**src/tq_map.svh**
```systemverilog
// Purpose: constants for the trigger qualifier: register offsets, fields, timing
// Assumes: 40 MHz sample clock, word-indexed plain register port
// Notes: included by every module file of the block
//
// Behaviour
// - video trigger type forces trigger path coupling to AC.
// - video source offers four channels plus two external connector options.
// - normal video polarity fires on falling sync edge, inverted on rising.
// - video sync choices: all lines, line number, odd, even, all fields.
// - selected video standard sets line counting and field start lines.
// - pulse mode fires only on pulses meeting source, operator, reference width.
// - reference width spans 33 ns to 10.0 s; at 25 ns per sample the code rounds the lower end up to 2 cycles (50 ns).
// - polarity chooses positive or negative pulses for width measurement.
// - equal accepts within 5 percent of reference; unequal accepts outside.
// - less-than fires on narrower pulses, greater-than on wider pulses.
// - only pulses at least 5 ns wide must be detected; at 25 ns per sample the code may miss pulses under one period.
// - auto mode forces triggers when none seen within timeout.
// - trigger event rate is counted into a readable frequency value.
// - midpoint request sets level halfway between observed minimum and maximum.
// - force request completes acquisition at once, trigger or not.
// - while trigger view held, show trigger signal, mask all buttons but print.
// - after a trigger, ignore triggers until holdoff elapses, then re-arm.
// - holdoff step size follows the horizontal timebase setting.
// - pulse mode allows AC, DC, noise, high and low frequency block coupling.
`ifndef TQ_MAP_SVH
`define TQ_MAP_SVH

`define TQ_CLK_MHZ        40
`define TQ_CLK_KHZ        40000
// register word indexes
`define TQ_A_CTRL         4'h0
`define TQ_A_LINE         4'h1
`define TQ_A_PWREF        4'h2
`define TQ_A_HOLD_STEPS   4'h3
`define TQ_A_HOLD_STEP    4'h4
`define TQ_A_TIMEOUT      4'h5
`define TQ_A_STATUS       4'h6
`define TQ_A_FREQ         4'h7
`define TQ_A_LEVEL        4'h8
// control word fields
`define TQ_F_TYPE         1:0
`define TQ_F_AUTO         2
`define TQ_F_CPL          5:3
`define TQ_F_SRC          8:6
`define TQ_F_VINV         9
`define TQ_F_VSEL         12:10
`define TQ_F_PAL          13
`define TQ_F_PWNEG        14
`define TQ_F_PWOP         16:15
`define TQ_F_MID          17
`define TQ_F_FORCE        18
`define TQ_CTRL_KEEP      32'h0001_FFFF
// timing
`define TQ_PW_MIN_NS      33
`define TQ_PW_MAX_S       10
`define TQ_PW_MIN_CYC     ((`TQ_PW_MIN_NS * `TQ_CLK_MHZ + 999) / 1000)
`define TQ_PW_MAX_CYC     (`TQ_PW_MAX_S * `TQ_CLK_MHZ * 1000000)
`define TQ_PW_DETECT_NS   5
`define TQ_TOL_DIV        20
`define TQ_GATE_MS        1000
`define TQ_NTSC_LINES     10'd525
`define TQ_PAL_LINES      10'd625
`define TQ_PRINT_MASK     8'h01
`endif

```
**src/tq_pkg.sv**
```systemverilog
// Purpose: types shared by the trigger qualifier files
// Assumes: constants come from tq_map.svh
// Notes: enum order matches the register field codes
package tq_pkg;
    typedef enum logic [1:0] {TQ_TT_EDGE, TQ_TT_VIDEO, TQ_TT_PULSE} tq_type_t;
    typedef enum logic [2:0] {TQ_CPL_AC, TQ_CPL_DC, TQ_CPL_NOISE_REJ,
                              TQ_CPL_HIGH_FREQ_BLOCK, TQ_CPL_LOW_FREQ_BLOCK} tq_coupling_t;
    typedef enum logic [2:0] {TQ_SRC_INPUT_CHANNEL_ONE, TQ_SRC_INPUT_CHANNEL_TWO,
                              TQ_SRC_INPUT_CHANNEL_THREE, TQ_SRC_INPUT_CHANNEL_FOUR,
                              TQ_SRC_EXT, TQ_SRC_EXT_DIV5} tq_source_t;
    typedef enum logic [2:0] {TQ_VS_ALL_LINES, TQ_VS_LINE_NUM, TQ_VS_ODD_FIELD,
                              TQ_VS_EVEN_FIELD, TQ_VS_ALL_FIELDS} tq_vsync_t;
    typedef enum logic [1:0] {TQ_OP_EQ, TQ_OP_NE, TQ_OP_LT, TQ_OP_GT} tq_pw_op_t;

    typedef struct packed {
        logic        wr;
        logic        rd;
        logic [3:0]  addr;
        logic [31:0] wdata;
    } tq_bus_req_t;

    typedef struct packed {
        logic [3:0] chan;
        logic       ext;
        logic       sync;
        logic       field_odd;
        logic       view;
        logic [7:0] btn;
    } tq_pins_t;

    typedef struct packed {
        logic        prev;
        logic [28:0] cnt;
        logic        hit;
    } tq_pw_state_t;

    typedef struct packed {
        logic       sync_prev;
        logic       fld_prev;
        logic       pend;
        logic [9:0] line;
        logic       hit;
    } tq_vid_state_t;

    typedef struct packed {
        tq_pins_t    pin1;
        tq_pins_t    pin2;
        logic        src_prev;
        logic [31:0] ctrl;
        logic [9:0]  line;
        logic [28:0] pwref;
        logic [15:0] hold_steps;
        logic [15:0] hold_step;
        logic [31:0] timeout;
        logic [7:0]  level;
        logic [31:0] hold_prod;
        logic [31:0] hold_cnt;
        logic [31:0] auto_cnt;
        logic [31:0] gate_cnt;
        logic [31:0] ev_cnt;
        logic [31:0] freq;
        logic [7:0]  min;
        logic [7:0]  max;
        logic [31:0] rdata;
        logic        trig;
        logic        forced;
        logic [7:0]  btn;
        logic        view_sig;
    } tq_state_t;
endpackage

```
**src/tq_pw_meas.sv**
```systemverilog
// Purpose: pulse width qualifier, counts active cycles and compares at trailing edge
// Assumes: sig_i already synchronised to clk_sys_i
// Notes: at 25 ns per cycle a pulse under one period may be missed
`timescale 1ns/1ps
`include "tq_map.svh"
module tq_pw_meas
(
    input  wire logic              clk_sys_i,
    input  wire logic              rstn_i,
    input  wire logic              sig_i,
    input  wire logic              neg_pol_i,
    input  wire tq_pkg::tq_pw_op_t op_i,
    input  wire logic [28:0]       ref_i,
    output logic                   hit_o
);
    import tq_pkg::*;

    tq_pw_state_t s_q;
    tq_pw_state_t s_d;
    logic         act;
    logic         trail;
    logic [28:0]  refc;
    logic [28:0]  tol;
    logic         in_band;
    logic         match;

    // clamp reference into the settable span
    always_comb
    begin
        refc = ref_i;
        if (ref_i < 29'(`TQ_PW_MIN_CYC))
            refc = 29'(`TQ_PW_MIN_CYC);
        else if (ref_i > 29'(`TQ_PW_MAX_CYC))
            refc = 29'(`TQ_PW_MAX_CYC);
    end

    // measure and judge; widths detected down to one sample
    always_comb
    begin
        s_d     = s_q;
        act     = sig_i ^ neg_pol_i;
        trail   = s_q.prev & ~act;
        tol     = refc / 29'(`TQ_TOL_DIV);
        in_band = (s_q.cnt >= refc - tol) && (s_q.cnt <= refc + tol);
        unique case (op_i)
            TQ_OP_EQ: match = in_band;
            TQ_OP_NE: match = ~in_band;
            TQ_OP_LT: match = s_q.cnt < refc;
            TQ_OP_GT: match = s_q.cnt > refc;
        endcase
        s_d.prev = act;
        if (act & ~s_q.prev)
            s_d.cnt = 29'h1;
        else if (act && s_q.cnt != 29'h1FFF_FFFF)
            s_d.cnt = s_q.cnt + 29'h1;                   // saturate, never wrap
        s_d.hit = trail & match;
    end

    always_ff @(posedge clk_sys_i)
    begin
        if (!rstn_i)
            s_q <= '0;
        else
            s_q <= s_d;
    end

    assign hit_o = s_q.hit;
endmodule

```
**src/tq_video.sv**
```systemverilog
// Purpose: video sync qualifier with line and field selection
// Assumes: sync and field inputs already synchronised
// Notes: field change arms a pending flag consumed by the next sync edge
`timescale 1ns/1ps
`include "tq_map.svh"
module tq_video
(
    input  wire logic              clk_sys_i,
    input  wire logic              rstn_i,
    input  wire logic              sync_i,
    input  wire logic              field_odd_i,
    input  wire logic              inverted_i,
    input  wire tq_pkg::tq_vsync_t sel_i,
    input  wire logic              pal_i,
    input  wire logic [9:0]        line_num_i,
    output logic                   hit_o
);
    import tq_pkg::*;

    tq_vid_state_t s_q;
    tq_vid_state_t s_d;
    logic          edge_s;
    logic [9:0]    total;
    logic [9:0]    nxt;

    // line count and selection
    always_comb
    begin
        s_d    = s_q;
        edge_s = inverted_i ? (sync_i & ~s_q.sync_prev) : (~sync_i & s_q.sync_prev);
        total  = pal_i ? `TQ_PAL_LINES : `TQ_NTSC_LINES;
        if (s_q.pend)
            nxt = field_odd_i ? 10'h001 : 10'((total >> 1) + 10'h2);
        else
            nxt = (s_q.line >= total) ? 10'h001 : s_q.line + 10'h001;
        s_d.sync_prev = sync_i;
        s_d.fld_prev  = field_odd_i;
        if (field_odd_i != s_q.fld_prev)
            s_d.pend = 1'b1;
        s_d.hit = 1'b0;
        if (edge_s)
        begin
            s_d.line = nxt;
            s_d.pend = 1'b0;
            unique case (sel_i)
                TQ_VS_ALL_LINES:  s_d.hit = 1'b1;
                TQ_VS_LINE_NUM:   s_d.hit = (nxt == line_num_i);
                TQ_VS_ODD_FIELD:  s_d.hit = s_q.pend & field_odd_i;
                TQ_VS_EVEN_FIELD: s_d.hit = s_q.pend & ~field_odd_i;
                TQ_VS_ALL_FIELDS: s_d.hit = s_q.pend;
                default:          s_d.hit = 1'b0;
            endcase
        end
    end

    always_ff @(posedge clk_sys_i)
    begin
        if (!rstn_i)
            s_q <= '0;
        else
            s_q <= s_d;
    end

    assign hit_o = s_q.hit;
endmodule

```
**src/tq_top.sv**
```systemverilog
// Purpose: trigger qualifier top: source routing, coupling, holdoff, auto, force, readouts
// Assumes: front-end pins are asynchronous; ADC sample bus is on clk_sys_i
// Notes: registers on a plain word-indexed port, read data one cycle after the strobe
//
// Implementation choices: the plain strobed port and the address map.
`timescale 1ns/1ps
`include "tq_map.svh"
module tq_top
#(
    parameter int unsigned GATE_CYC = `TQ_GATE_MS * `TQ_CLK_KHZ
)
(
    input  wire logic                 clk_sys_i,
    input  wire logic                 rstn_i,
    input  wire tq_pkg::tq_bus_req_t  bus_i,
    output logic [31:0]               rdata_o,
    input  wire tq_pkg::tq_pins_t     pins_i,
    input  wire logic [7:0]           sample_i,
    output tq_pkg::tq_coupling_t      coupling_o,
    output logic                      ext_route_o,
    output logic                      ext_atten_o,
    output logic [7:0]                level_o,
    output logic                      trig_o,
    output logic                      forced_o,
    output logic                      view_o,
    output logic                      view_sig_o,
    output logic [7:0]                btn_o
);
    import tq_pkg::*;

    tq_state_t    s_q;
    tq_state_t    s_d;
    tq_type_t     ttype;
    tq_source_t   src;
    tq_coupling_t cpl;
    logic         src_sig;
    logic         vid_hit;
    logic         pw_hit;
    logic         qual_hit;
    logic         armed;
    logic         accept;
    logic         auto_fire;
    logic         force_req;
    logic         mid_req;
    logic         fire;
    logic         ctrl_wr;

    // halfway point of two levels, carried one bit wider to avoid overflow
    function automatic logic [7:0] tq_mid(input logic [7:0] a, input logic [7:0] b);
        logic [8:0] sum;
        sum    = {1'b0, a} + {1'b0, b};
        tq_mid = sum[8:1];
    endfunction

    // saturating increment for the free counters
    function automatic logic [31:0] tq_inc(input logic [31:0] v);
        tq_inc = (v == 32'hFFFF_FFFF) ? v : v + 32'h1;
    endfunction

    // decoded control fields
    always_comb
    begin
        ttype     = tq_type_t'(s_q.ctrl[`TQ_F_TYPE]);
        src       = tq_source_t'(s_q.ctrl[`TQ_F_SRC]);
        cpl       = tq_coupling_t'(s_q.ctrl[`TQ_F_CPL]);
        ctrl_wr   = bus_i.wr && bus_i.addr == `TQ_A_CTRL;
        force_req = ctrl_wr && bus_i.wdata[`TQ_F_FORCE];
        mid_req   = ctrl_wr && bus_i.wdata[`TQ_F_MID];
    end

    // source select: the two external choices both take the connector input
    always_comb
    begin
        unique case (src)
            TQ_SRC_INPUT_CHANNEL_ONE:   src_sig = s_q.pin2.chan[0];
            TQ_SRC_INPUT_CHANNEL_TWO:   src_sig = s_q.pin2.chan[1];
            TQ_SRC_INPUT_CHANNEL_THREE: src_sig = s_q.pin2.chan[2];
            TQ_SRC_INPUT_CHANNEL_FOUR:  src_sig = s_q.pin2.chan[3];
            TQ_SRC_EXT:                 src_sig = s_q.pin2.ext;
            TQ_SRC_EXT_DIV5:            src_sig = s_q.pin2.ext;
            default:                    src_sig = s_q.pin2.ext;
        endcase
    end

    tq_video u_video
    (
        .clk_sys_i   (clk_sys_i),
        .rstn_i      (rstn_i),
        .sync_i      (s_q.pin2.sync),
        .field_odd_i (s_q.pin2.field_odd),
        .inverted_i  (s_q.ctrl[`TQ_F_VINV]),
        .sel_i       (tq_vsync_t'(s_q.ctrl[`TQ_F_VSEL])),
        .pal_i       (s_q.ctrl[`TQ_F_PAL]),
        .line_num_i  (s_q.line),
        .hit_o       (vid_hit)
    );

    tq_pw_meas u_pw
    (
        .clk_sys_i (clk_sys_i),
        .rstn_i    (rstn_i),
        .sig_i     (src_sig),
        .neg_pol_i (s_q.ctrl[`TQ_F_PWNEG]),
        .op_i      (tq_pw_op_t'(s_q.ctrl[`TQ_F_PWOP])),
        .ref_i     (s_q.pwref),
        .hit_o     (pw_hit)
    );

    // qualify, gate by holdoff, and pick the firing cause
    always_comb
    begin
        unique case (ttype)
            TQ_TT_VIDEO: qual_hit = vid_hit;
            TQ_TT_PULSE: qual_hit = pw_hit;
            TQ_TT_EDGE:  qual_hit = src_sig & ~s_q.src_prev;
            default:     qual_hit = 1'b0;
        endcase
        armed     = (s_q.hold_cnt == 32'h0);
        accept    = qual_hit & armed;
        auto_fire = s_q.ctrl[`TQ_F_AUTO] && armed &&
                    (s_q.auto_cnt >= s_q.timeout);
        // a force does not wait for holdoff: the acquisition must end now
        fire      = accept | auto_fire | force_req;
    end

    // next state
    always_comb
    begin
        s_d          = s_q;
        s_d.pin1     = pins_i;
        s_d.pin2     = s_q.pin1;
        s_d.src_prev = src_sig;
        s_d.trig     = fire;
        s_d.forced   = (auto_fire | force_req) & ~accept;

        // register writes; command bits are pulses and are not stored
        if (bus_i.wr)
        begin
            unique case (bus_i.addr)
                `TQ_A_CTRL:       s_d.ctrl       = bus_i.wdata & `TQ_CTRL_KEEP;
                `TQ_A_LINE:       s_d.line       = bus_i.wdata[9:0];
                `TQ_A_PWREF:      s_d.pwref      = bus_i.wdata[28:0];
                `TQ_A_HOLD_STEPS: s_d.hold_steps = bus_i.wdata[15:0];
                `TQ_A_HOLD_STEP:  s_d.hold_step  = bus_i.wdata[15:0];
                `TQ_A_TIMEOUT:    s_d.timeout    = bus_i.wdata;
                `TQ_A_LEVEL:      s_d.level      = bus_i.wdata[7:0];
                default:          ;
            endcase
        end

        // holdoff length is steps times the timebase-dependent step size
        s_d.hold_prod = 32'(s_q.hold_steps * s_q.hold_step);
        if (fire)
            s_d.hold_cnt = s_q.hold_prod;
        else if (s_q.hold_cnt != 32'h0)
            s_d.hold_cnt = s_q.hold_cnt - 32'h1;

        // auto timeout restarts on every trigger of any kind
        s_d.auto_cnt = fire ? 32'h0 : tq_inc(s_q.auto_cnt);

        // event rate over a fixed gate; counts triggerable events, not accepts
        if (s_q.gate_cnt == 32'(GATE_CYC - 1))
        begin
            s_d.gate_cnt = 32'h0;
            s_d.freq     = s_q.ev_cnt;
            s_d.ev_cnt   = {31'h0, qual_hit};
        end
        else
        begin
            s_d.gate_cnt = s_q.gate_cnt + 32'h1;
            if (qual_hit)
                s_d.ev_cnt = tq_inc(s_q.ev_cnt);
        end

        // extremes of the signal; a request uses them and starts a new watch
        if (sample_i < s_q.min)
            s_d.min = sample_i;
        if (sample_i > s_q.max)
            s_d.max = sample_i;
        if (mid_req)
        begin
            s_d.level = tq_mid(s_q.min, s_q.max);
            s_d.min   = sample_i;
            s_d.max   = sample_i;
        end

        // while view is held only print passes; knobs are not on this path
        s_d.btn      = s_q.pin2.view ? (s_q.pin2.btn & `TQ_PRINT_MASK) : s_q.pin2.btn;
        s_d.view_sig = s_q.pin2.view & src_sig;

        // read data appears the cycle after the strobe, zero otherwise
        s_d.rdata = 32'h0;
        if (bus_i.rd)
        begin
            unique case (bus_i.addr)
                `TQ_A_CTRL:       s_d.rdata = s_q.ctrl;
                `TQ_A_LINE:       s_d.rdata = {22'h0, s_q.line};
                `TQ_A_PWREF:      s_d.rdata = {3'h0, s_q.pwref};
                `TQ_A_HOLD_STEPS: s_d.rdata = {16'h0, s_q.hold_steps};
                `TQ_A_HOLD_STEP:  s_d.rdata = {16'h0, s_q.hold_step};
                `TQ_A_TIMEOUT:    s_d.rdata = s_q.timeout;
                `TQ_A_STATUS:     s_d.rdata = {29'h0, s_q.pin2.view, armed, ~armed};
                `TQ_A_FREQ:       s_d.rdata = s_q.freq;
                `TQ_A_LEVEL:      s_d.rdata = {24'h0, s_q.level};
                default:          s_d.rdata = 32'h0;
            endcase
        end
    end

    // single state register; min starts high so the first sample wins
    always_ff @(posedge clk_sys_i)
    begin
        if (!rstn_i)
        begin
            s_q         <= '0;
            s_q.min     <= 8'hFF;
            s_q.timeout <= 32'hFFFF_FFFF;
        end
        else
        begin
            s_q <= s_d;
        end
    end

    // video always runs AC on the trigger path; pulse mode keeps the choice
    always_comb
    begin
        if (ttype == TQ_TT_VIDEO)
            coupling_o = TQ_CPL_AC;
        else
            coupling_o = cpl;
    end

    assign ext_route_o = (src == TQ_SRC_EXT) || (src == TQ_SRC_EXT_DIV5);
    assign ext_atten_o = (src == TQ_SRC_EXT_DIV5);
    assign level_o     = s_q.level;
    assign trig_o      = s_q.trig;
    assign forced_o    = s_q.forced;
    assign view_o      = s_q.pin2.view;
    assign view_sig_o  = s_q.view_sig;
    assign btn_o       = s_q.btn;
    assign rdata_o     = s_q.rdata;
endmodule

```
**config.mk**
```make
export PLATFORM = sky130hd
export DESIGN_NAME = tq_top
export DESIGN_NICKNAME = d
export VERILOG_FILES = /design/src/tq_pkg.sv /design/src/tq_pw_meas.sv /design/src/tq_video.sv /design/src/tq_top.sv
export VERILOG_INCLUDE_DIRS = /design/src /design/src/src
export SDC_FILE = /design/constraint.sdc
export NUM_CORES = 2
export LEC_CHECK = 0
export BUFFER_PORTS_ARGS = -buffer_cell sky130_fd_sc_hd__buf_2
export CAP_MARGIN = 20
export CORE_MARGIN = 4
export CORE_UTILIZATION = 60
export CTS_CLUSTER_SIZE = 24
export DETAILED_ROUTE_END_ITERATION = 10
export PLACE_DENSITY = 0.77
export SYNTH_ARGS = -nofsm -noshare
export SYNTH_HDL_FRONTEND = slang
export SYNTH_SLANG_ARGS = --single-unit
```
**constraint.sdc**
```tcl
create_clock -name clk_sys_i -period 21.2 [get_ports clk_sys_i]
set_input_delay 1.06 -clock clk_sys_i [delete_from_list [all_inputs] [get_ports clk_sys_i]]
set_output_delay 1.06 -clock clk_sys_i [all_outputs]
set_load 0.02 [all_outputs]
```
==> flow_summary.json <==
{
  "antenna_found_initial": 8,
  "drt-initial-drc-count": 3041,
  "drv_cap": 0,
  "die_area_sq_um": 62940,
  "timing.final.ws_setup_ps": 3431,
  "worst_clock_skew_ps": 44.14,
  "yosys_warnings": 0,
  "ir_drop_mv": 0.09712,
  "place_congestion": 0.9776,
  "rrSetupSlack_ps": 3430,
  "dp.cells": 5009,
  "synth-compound-area-share_pct": 16.31,
  "wl_um": 100100,
  "ctsResizeCount": 0,
  "p_total_mw": 2.827,
  "fmax_ghz": 0.05628,
  "synth_top_area_share_pct": 25.85,
  "period_share_pct": 83.82,
  "clk_latency_ps": 630,
  "ys.flop_type": "dfxtp_1",
  "end_kind": "flip-flop",
  "die_h_um": 250.9,
  "layout_common_cells": "nand2_1 (649), dfxtp_1 (457), inv_1 (370)",
  "dp_hpwl_um": 74670,
  "cts_tree": "built",
  "synth_fp_nets": 4910,
  "grtUsageTotal_pct": 31.17,
  "synth_top_family_by_area": "adder cells",
  "critPathRequiredTime_ps": 21700,
  "die_w_um": 250.9,
  "syn_avg_cell_area_sq_um": 8.152,
  "synth_mux_area_share_pct": 1.128,
  "max_slew_margin_pct": 30.04,
  "synth_fa_ha_area_share_pct": 22.05,
  "start_util_pct": 61.00,
  "area_growth_pct": 7.017,
  "setup_tns_ps": 0,
  "yosysSeqAreaShare_pct": 25.85,
  "cp_slowest_cell": "nor4_1",
  "io_buffers": 120,
  "arrival_ps": 18270,
  "overflow": 0,
  "cts_buffers": 49,
  "cts-root-buf": "clkbuf_16",
  "fillers": 4851,
  "p_leak_nw": 16.98,
  "drive_gt1_share_pct": 7.703,
  "wl_per_cell_um": 19.62,
  "slew_violations": 0,
  "tightest_slew_ps": 1046,
  "holdCritPathClass": "reg -> reg",
  "htreeDepth": 2,
  "drt_pass1_iterations": 7,
  "hold_buffers": 0,
  "clock_path_buffers": 3,
  "antenna_left": 0,
  "post-place-ws_ps": 3798,
  "yosys-top-cells-area": "dfxtp_1 (26%), fa_1 (11%), ha_1 (11%)",
  "grt_start_max_net_pins": 70,
  "yosys.area_share.xor_xnor_pct": 6.112,
  "p_per_area_nw_per_um2": 74.62,
  "grt_pass1_wl_um": 160300,
  "final_cells": 5104,
  "yosysTopAreaCell": "dfxtp_1",
  "synth_edf_count": 0,
  "worstSetupPathType": "reg -> reg",
  "cts_sinks": 457,
  "synthDistinctLibCells": 112,
  "drc": 0,
  "io_pins": 121,
  "setup_violations": 0,
  "cts_setup_buffers": 0,
  "vias": 30980,
  "synth.ff_latch_count": 457,
  "critical_path.most_common_cell": "a21oi_1",
  "final_common_cell": "nand2_1",
  "clkTransAtPathRegs_ps": 70,
  "routed_via_density": 6.070,
  "core_area_sq_um": 58030,
  "outcome": "finished clean",
  "rsz0062_at_grt": "no",
  "netlist_instances": 4342,
  "grt_pass1_vias": 29790,
  "cpPeakStageDelay_ps": 770,
  "finalCriticalPeriod_ps": 17770,
  "async_flop_share_pct": 0,
  "startpoint_type": "flip-flop",
  "synthSimpleGateAreaFrac_pct": 21.10,
  "synth_area_sq_um": 35400,
  "finalHoldViolCount": 0,
  "path_max_fanout": 19,
  "fin_nets": 4864,
  "rows": 88,
  "utilization_pct": 65.28
}
## flip-flops by register name (all words and copies together), names as in the netlist
name	count
u_video.hit_o	1
trig_o	1
u_pw.s_q	30
rdata_o	32
btn_o	8
u_pw.hit_o	1
s_d	16
view_o	1
view_sig_o	1
level_o	8
s_q	341
forced_o	1
u_video.s_q	13
cpl	3
## cells in the mapped netlist (all sizes together), types with 46 or more instances
master  number
nand4       58
nand2      650
and3        49
nor2       321
fa         197
a21o        55
xnor2      145
ha         307
xor2       102
buf         82
o21ai      137
o211ai      59
nor3        63
a21oi      321
o21bai      46
clkbuf     178
a22oi       58
and2       161
dfxtp      457
inv        376
nand3      114
## kinds of logic (layout without fill, tap and decap cells)
group	Yosys count	count (layout)
AO/OA/AOI/OAI	864	864
XOR/XNOR	247	247
adder cells (fa/ha/maj)	506	506
buffers and inverters	640	634
flip-flops	457	457
multiplexers	36	36
other	0	3
AND/OR/NAND/NOR	1592	1592
## worst paths after layout
kind | start | end | cells past startpoint
worst max-delay path | s_q[327] | u_pw.hit_o | 76
worst min-delay path | s_q[402] | btn_o[7] | 1
worst max register to register | s_q[327] | u_pw.hit_o | 76
worst min register to register | s_q[402] | btn_o[7] | 1
## stage by stage
step                hold slack, ps  area (sq um)
finish                       423.9         37880
global route                 439.1         37870
CTS                          426.2         37860
detailed placement           412.3         36110
global placement             407.3         36100
floorplan                    405.7         35400
## critical path: cells and delay by family, from the launching register on
family	cells	cell delay (ps)
XOR/XNOR	1	100
multiplexers	3	960
AO/OA/AOI/OAI	41	8830
flip-flops	1	400
AND/OR/NAND/NOR	25	5950
buffers and inverters	3	410
adder cells (fa/ha/maj)	3	1000
## where the power goes
part | internal, mW | total (mW) | switching (mW)
Combinational | 0.411 | 0.985 | 0.573
Clock | 0.539 | 0.930 | 0.391
Sequential | 0.886 | 0.912 | 0.0262
Total | 1.84 | 2.83 | 0.991
## layout make-up
class | instances | area [sq um] | share of cell area (%)
Antenna cell | 3 | 7.507 | 0.01982
Clock buffer | 67 | 1384 | 3.653
Clock inverter | 24 | 364.1 | 0.9612
Inverter | 380 | 1436 | 3.792
Multi-Input combinational cell | 3245 | 23650 | 62.44
Sequential cell | 457 | 9149 | 24.15
Tap cell | 765 | 957.2 | 2.527
Timing Repair Buffer | 163 | 930.9 | 2.458
## layer usage
| layer | track usage (%) | wire length, um | vias up |
|---|---|---|---|
| met4 | 12.39 | 4142 | 6 |
| met3 | 5.856 | 9594 | 235 |
| met5 | 0 | 44 | - |
| met2 | 49.40 | 44910 | 1341 |
| li1 | - | - | 14490 |
| met1 | 42.36 | 41430 | 14910 |
Note: power is estimated with default switching activity, not from simulation.
